### config.mk
export PLATFORM = sky130hd
export DESIGN_NAME = lwm_timer
export DESIGN_NICKNAME = d
export VERILOG_FILES = /design/src/lwm_pkg.sv /design/src/lwm_timer.sv
export VERILOG_INCLUDE_DIRS = /design/src
export SDC_FILE = /design/constraint.sdc
export NUM_CORES = 1
export LEC_CHECK = 0
export ABC_AREA = 1
export BUFFER_PORTS_ARGS = -buffer_cell sky130_fd_sc_hd__buf_2
export CAP_MARGIN = 15
export CORE_MARGIN = 3
export CORE_UTILIZATION = 30
export CTS_CLUSTER_DIAMETER = 200
export DETAILED_ROUTE_END_ITERATION = 10
export PLACE_DENSITY = 0.42
export SKIP_LAST_GASP = 1
export SYNTH_ARGS = -nofsm -noshare
export SYNTH_HDL_FRONTEND = slang
export SYNTH_SLANG_ARGS = --single-unit
### constraint.sdc
create_clock -name sys_clk -period 1.9 [get_ports sys_clk]
set_input_delay 0.095 -clock sys_clk [delete_from_list [all_inputs] [get_ports sys_clk]]
set_output_delay 0.095 -clock sys_clk [all_outputs]
set_load 0.03 [all_outputs]
### src/lwm_cfg.svh
// Timing and encoding constants for the low-side wake-up mask timer.
// Assumes a 25 MHz system clock; included by the package and the design.
`ifndef LWM_CFG_SVH
`define LWM_CFG_SVH

// System clock period in nanoseconds.
`define LWM_CLK_PERIOD_NS   40
// Long execution hold and normal comparator settling, in nanoseconds.
`define LWM_HOLD_SLOW_NS    150000
// Short execution hold and full-performance settling, in nanoseconds.
`define LWM_HOLD_FAST_NS    2000
// Oscillator overshoot window after deep sleep exit, in nanoseconds.
`define LWM_OVERSHOOT_NS    6000
// Main clock out-of-spec window under short hold, in nanoseconds.
`define LWM_MCLK_RISK_NS    4000
// Cycle counts derived from the times (least times round up).
`define LWM_HOLD_SLOW_CYC   ((`LWM_HOLD_SLOW_NS + `LWM_CLK_PERIOD_NS - 1) / `LWM_CLK_PERIOD_NS)
`define LWM_HOLD_FAST_CYC   ((`LWM_HOLD_FAST_NS + `LWM_CLK_PERIOD_NS - 1) / `LWM_CLK_PERIOD_NS)
`define LWM_OVERSHOOT_CYC   ((`LWM_OVERSHOOT_NS + `LWM_CLK_PERIOD_NS - 1) / `LWM_CLK_PERIOD_NS)
`define LWM_MCLK_RISK_CYC   ((`LWM_MCLK_RISK_NS + `LWM_CLK_PERIOD_NS - 1) / `LWM_CLK_PERIOD_NS)
// Oscillator frequency limits in MHz for core levels 0 to 3.
`define LWM_FLIM_L0         8'h04
`define LWM_FLIM_L1         8'h07
`define LWM_FLIM_L2         8'h0B
`define LWM_FLIM_L3         8'h0E
// Main clock divider encoding for divide-by-two.
`define LWM_DIV_BY_TWO      3'h1
// Counter width.
`define LWM_CNT_W           13

`endif

### src/lwm_pkg.sv
// Types for the low-side wake-up mask timer.
// Assumes lwm_cfg.svh is on the include path.
`include "lwm_cfg.svh"

package lwm_pkg;

    // Low-side supervision settings as software sets them.
    typedef struct packed {
        logic       low_supervisor_enable;
        logic       low_monitor_enable;
        logic       low_supervisor_full_perf;
        logic       low_monitor_full_perf;
    } lwm_ctrl_type;

    // Settling phase.
    typedef enum logic [1:0] {
        LWM_IDLE,
        LWM_SETTLE,
        LWM_CHECK
    } lwm_settle_type;

    // All state of the timer.
    typedef struct packed {
        logic [`LWM_CNT_W-1:0] hold_cnt;
        logic [`LWM_CNT_W-1:0] osc_cnt;
        logic [`LWM_CNT_W-1:0] risk_cnt;
        logic [`LWM_CNT_W-1:0] settle_cnt;
        lwm_settle_type        settle_st;
        logic                  reset_req;
        logic [1:0]            wake_sync;
        logic [1:0]            good_sync;
        logic [1:0]            lvl_prev;
    } lwm_state_type;

endpackage

### src/lwm_timer.sv
// Wake-up execution mask, comparator settling delay and core-level reset.
// Assumes all control inputs come from logic on sys_clk except the wake
// event and the core-voltage-good level, which arrive asynchronously.
`timescale 1ns/1ns
`default_nettype none
`include "lwm_cfg.svh"

module lwm_timer (
    // Clock and reset.
    input  wire logic                 sys_clk,
    input  wire logic                 arst_n,
    // Low-side supervision control.
    input  wire lwm_pkg::lwm_ctrl_type ctrl,
    input  wire logic [1:0]           core_level,
    input  wire logic                 core_level_raise,
    input  wire logic                 core_good_async,
    // Clocking context.
    input  wire logic                 wake_deep_async,
    input  wire logic                 main_clk_from_osc,
    input  wire logic [7:0]           osc_freq_mhz,
    input  wire logic [2:0]           main_clock_divider,
    // Results.
    output logic                      cpu_hold,
    output logic                      osc_overshoot,
    output logic                      main_clk_at_risk,
    output logic                      sub_clk_gate,
    output logic                      settle_busy,
    output logic                      device_reset
);

    localparam logic [`LWM_CNT_W-1:0] SLOW = `LWM_CNT_W'(`LWM_HOLD_SLOW_CYC);
    localparam logic [`LWM_CNT_W-1:0] FAST = `LWM_CNT_W'(`LWM_HOLD_FAST_CYC);
    localparam logic [`LWM_CNT_W-1:0] OVSH = `LWM_CNT_W'(`LWM_OVERSHOOT_CYC);
    localparam logic [`LWM_CNT_W-1:0] RISK = `LWM_CNT_W'(`LWM_MCLK_RISK_CYC);

    lwm_pkg::lwm_state_type st_r;
    lwm_pkg::lwm_state_type st_nxt;
    logic                   wake_pulse;
    logic                   fast_mode;
    logic                   over_limit;

    // Counts a down counter one step toward zero.
    function automatic logic [`LWM_CNT_W-1:0] dec_sat(input logic [`LWM_CNT_W-1:0] v);
        dec_sat = (v == '0) ? v : v - `LWM_CNT_W'(1);
    endfunction

    // Returns the oscillator limit for a core level.
    function automatic logic [7:0] freq_limit(input logic [1:0] lvl);
        unique case (lvl)
            2'h0: freq_limit = `LWM_FLIM_L0;
            2'h1: freq_limit = `LWM_FLIM_L1;
            2'h2: freq_limit = `LWM_FLIM_L2;
            2'h3: freq_limit = `LWM_FLIM_L3;
        endcase
    endfunction

    // Short mask when both are off or both at full performance.
    assign fast_mode = (!ctrl.low_supervisor_enable && !ctrl.low_monitor_enable) ||
                       (ctrl.low_supervisor_full_perf && ctrl.low_monitor_full_perf);
    // Main clock is exposed when taken from the oscillator at any divider but two, above the limit.
    assign over_limit = main_clk_from_osc && (main_clock_divider != `LWM_DIV_BY_TWO) &&
                        (osc_freq_mhz > freq_limit(core_level));
    // A wake event is the rising edge of the synchronised level.
    assign wake_pulse = st_r.wake_sync[1] && !st_r.lvl_prev[0];

    // Next-state logic for the whole timer.
    always_comb begin
        st_nxt = st_r;
        // Two-flop synchronisers; only the second stage feeds any logic.
        st_nxt.wake_sync = {st_r.wake_sync[0], wake_deep_async};
        st_nxt.good_sync = {st_r.good_sync[0], core_good_async};
        st_nxt.lvl_prev  = {1'b0, st_r.wake_sync[1]};
        // Counters stop at zero, so an idle counter can never wrap into a hold.
        st_nxt.hold_cnt  = dec_sat(st_r.hold_cnt);
        st_nxt.osc_cnt   = dec_sat(st_r.osc_cnt);
        st_nxt.risk_cnt  = dec_sat(st_r.risk_cnt);
        st_nxt.reset_req = 1'b0;
        if (wake_pulse) begin
            st_nxt.hold_cnt = fast_mode ? FAST : SLOW;
            st_nxt.osc_cnt  = OVSH;
            // The risk count spans the short hold plus the exposed time after it.
            st_nxt.risk_cnt = (fast_mode && over_limit) ? FAST + RISK : '0;
        end
        unique case (st_r.settle_st)
            lwm_pkg::LWM_IDLE: begin
                if (core_level_raise) begin
                    st_nxt.settle_cnt = ctrl.low_supervisor_full_perf ? FAST : SLOW;
                    st_nxt.settle_st  = lwm_pkg::LWM_SETTLE;
                end
            end
            lwm_pkg::LWM_SETTLE: begin
                st_nxt.settle_cnt = dec_sat(st_r.settle_cnt);
                if (st_r.settle_cnt == `LWM_CNT_W'(1)) begin
                    st_nxt.settle_st = lwm_pkg::LWM_CHECK;
                end
            end
            lwm_pkg::LWM_CHECK: begin
                // Only an enabled supervisor may pull the device into reset.
                st_nxt.reset_req = ctrl.low_supervisor_enable && !st_r.good_sync[1];
                st_nxt.settle_st = lwm_pkg::LWM_IDLE;
            end
            default: st_nxt.settle_st = lwm_pkg::LWM_IDLE;
        endcase
    end

    // State register.
    always_ff @(posedge sys_clk or negedge arst_n) begin
        if (!arst_n) begin
            st_r <= '0;
        end else begin
            st_r <= st_nxt;
        end
    end

    // Outputs come from the state flip-flops, except sub_clk_gate, which is tied low.
    assign cpu_hold         = (st_r.hold_cnt != '0);
    assign osc_overshoot    = (st_r.osc_cnt != '0);
    assign main_clk_at_risk = (st_r.risk_cnt != '0) && (st_r.hold_cnt == '0);
    assign sub_clk_gate     = 1'b0;
    assign settle_busy      = (st_r.settle_st != lwm_pkg::LWM_IDLE);
    assign device_reset     = st_r.reset_req;
endmodule
`default_nettype wire

==> impl_metrics.csv <==
group,metric,value,unit
timing,finalSetupViolations,0,
yosys,synth.area.top_cells,"dfrtp_1 41%, nand2_1 12%, nand3_1 8.8%",
clock_network,cts_setup_buffers,0,
outcome,outcome,"finished, final reports clean",
floorplanning,rows,39,
cells_and_area,nets,588,
clock_network,h-tree-depth,3,
timing,fmax,548.7,MHz
timing,min_period_over_period,95.91,%
placement,dpl.hpwl,6251,um
pwr,internal-power,0.003170,W
global_routing,grt_pass1_wl,14790,um
yosys,syn-num-nets,543,
yosys,synth_seq_cells,60,
pwr,pwr-share-seq,36.9,%
floorplanning,dieArea,13430,sq um
yosys,yosys-top-cells-count,"114 x nand2_1, 84 x inv_1, 78 x nor2_1",
worst_hold_path,hp-start,"ctrl[3]",
cells_and_area,diodes,0,
clock_network,cts_tree,"built",
yosys,synthDistinctLibCells,37,
worst_setup_path,cp_top_family,"simple AND/OR/NAND/NOR gates",
clock_network,cts_buffer_depth,2,
drt,drtAntennaViolNets,0,
yosys,yosysTopAreaCell,"dfrtp_1",
worst_setup_path,r2r-start,"st_r[35]",
cells_and_area,area_growth,20.28,%
pwr,swShare,36.09,%
clock_network,numCtsBuffers,9,
clock_network,cts_sinks,60,
clock_network,clk_pin_slew,0.05,ns
worst_setup_path,slowest_stage,"dfrtp_1",
pwr,p_clk_share,31.6,%
yosys,synth_cells,508,
clock_network,insertion_delay,0.33,ns
yosys,synth_mux_area_share,0,%
floorplanning,fp.coreArea,11610,sq um
yosys,ys_seq_area_share,41.45,%
yosys,synth_most_common_cell,"nand2_1",
pwr,pwr_density_cell,1139,nW/um^2
timing,post-route-min-period,1.822,ns
worst_setup_path,crit_path_end_kind,"output pin",
yosys,synth-simple-area-share,36.06,%
yosys,synth_edf_count,0,
worst_setup_path,critical_path_class,"flip-flop to output pin",
flow_run,max_cap_violations,0,
drt,drc,0,
global_routing,antenna_found_initial,0,
yosys,synthAdderAreaFrac,4.145,%
yosys,synth.cell_area,3622,sq um
timing,hold_slack,0.01911,ns
timing,rsz0062_at_grt,"yes",
yosys,synth_xor_area_share,1.451,%
global_routing,grt_usage,14.00,%
drt,wl_per_cell,12.21,um
placement,globalplace.congestion,0.8121,
worst_hold_path,min_path_type,"input port to flip-flop",
floorplanning,num_io_pins,29,
timing,finalHoldViolations,0,
global_routing,grt_pass1_vias,3182,
drt,via_per_inst,4.584,
cells_and_area,final_cells,700,
yosys,async_flop_share,100.0,%
floorplanning,initial_utilization,31.19,%
pwr,leakagePower,2.281,nW
pwr,p_comb_share,31.5,%
floorplanning,fp.dieW,115.9,um
yosys,synth_area_per_cell,7.130,sq um
cells_and_area,fin_util,37.51,%
yosys,synth-compound-area-share,6.736,%
worst_setup_path,cp.required,1.80,ns
yosys,synth_warnings,0,
worst_setup_path,path_buf_inv,2,
drt,drtIter0Drc,189,
worst_setup_path,slowest_delay,0.40,ns
pwr,max-vdd-ir-drop,0.4418,mV
timing,drv_slew,0,
yosys,synth_ff_type,"dfrtp_1",
global_routing,grt_max_degree,61,
worst_setup_path,cp.arrival,1.73,ns
worst_setup_path,start_kind,"flip-flop",
drt,dr.pass1.iters,6,
cells_and_area,fillers,1233,
pwr,p_switching,0.001790,W
clock_network,cts-root-buf,"clkbuf_16",
placement,port_buffers,27,
yosys,synth_top_family_by_area,"simple AND/OR/NAND/NOR gates",
worst_setup_path,critPathLaunch,"st_r[53]",
worst_setup_path,path_cells,"inv_1, nand2_1, nor3_1, nand3_1, nor2_2, clkbuf_4",
drt,wirelength,8544,um
cells_and_area,layout-drive-gt1-share,14.18,%
pwr,p_total,0.004960,W
drt,via_count,3209,
floorplanning,die_h,115.9,um
worst_setup_path,crit_fanout,4,
global_routing,grt_overflow,0,
placement,dpl.cell_count,682,
timing,finClkSkew,0.005118,ns
yosys,synth_top_area_share,41.45,%
[layer usage]
layer	track usage (%)	part of all wire, %
met5	0	0
met4	5.723	1.7
met3	3.655	3.6
met2	22.90	48
met1	17.60	47
[area by class of cell]
type / count / area, sq um / area share [%]
timing repair buffer: 38 / 252.7 / 5.801
tap: 143 / 178.9 / 4.107
sequential: 60 / 1501 / 34.46
clock inverter: 1 / 5.005 / 0.1149
multi-input combinational: 354 / 1792 / 41.13
clock buffer: 14 / 284.0 / 6.519
inverter: 90 / 342.8 / 7.869
[cells by family (layout without fill, tap and decap cells)]
family | Yosys count | in the layout
fa+ha+maj | 12 | 12
compound gates | 44 | 44
xor+xnor | 6 | 6
flops | 60 | 60
simple gates | 291 | 291
other cells | 1 | 1
buf+inv | 94 | 143
[cells in the final DEF, fill, tap and decap left out, types with 2 or more instances in the layout]
| cell | n |
|---|---|
| a21oi_1 | 13 |
| buf_12 | 2 |
| buf_2 | 26 |
| buf_4 | 6 |
| clkbuf_16 | 9 |
| clkbuf_8 | 4 |
| dfrtp_1 | 60 |
| dlygate4sd3_1 | 3 |
| ha_1 | 10 |
| ha_2 | 2 |
| inv_1 | 84 |
| inv_2 | 5 |
| nand2_1 | 114 |
| nand2_8 | 2 |
| nand3_1 | 63 |
| nand4_1 | 10 |
| nor2_1 | 75 |
| nor2_2 | 5 |
| nor2_4 | 3 |
| nor3_1 | 5 |
| o21ai_0 | 19 |
| o21ai_1 | 3 |
| o21ai_2 | 2 |
| o31ai_1 | 2 |
| or2_2 | 4 |
| xor2_1 | 6 |
[tightest hold or removal path, delay by kind of cell]
kind          cells  cell delay, ns
buf+inv           1            0.11
simple gates      2            0.10
[timing repair]
| action | CTS | global route |
|---|---|---|
| hold buffers | 3 | 0 |
| setup endpoints to repair | 2 | 2 |
| endpoints found under the hold margin | 62 | 0 |
| resized for setup | 3 | 6 |
| pin swaps | 0 | 1 |
[flip-flops by register name, indices dropped and copies added, names as in the netlist]
register	count
device_reset	1
st_r	56
st_nxt	3
[per-stage QoR]
step,setup WS (ns),TNS (ns),cell area (sq um)
after floorplan,0.1076,0,3625
after global placement,0.2655,0,4003
after global routing,-0.02733,-0.02733,4357
after detailed placement,0.2224,0,4003
after CTS,0.04086,0,4334
final,0.07762,0,4357
[power by group through the flow]
stage          combinational [W]  sequential, W  clock (W)
2_1_floorplan            0.00118        0.00178          0
3_3_place_gp             0.00153        0.00185          0
3_5_place_dp             0.00152        0.00185          0
4_1_cts                  0.00155        0.00183    0.00162
5_1_grt                  0.00186        0.00188    0.00168
6_report                 0.00156        0.00183    0.00157
[path summary, 6_finish.rpt]
kind	endpoint	slack, ns	cells past startpoint
worst max-delay path	main_clk_at_risk	0.08	6
worst min-delay path	device_reset	0.02	3
worst max register to register	st_r[45]	0.20	7
worst min register to register	st_nxt[0]	0.35	0
max in group asynchronous	st_r[30]	1.30	3
min in group asynchronous	st_r[33]	0.30	3
Power figures use the tool's default switching activity.
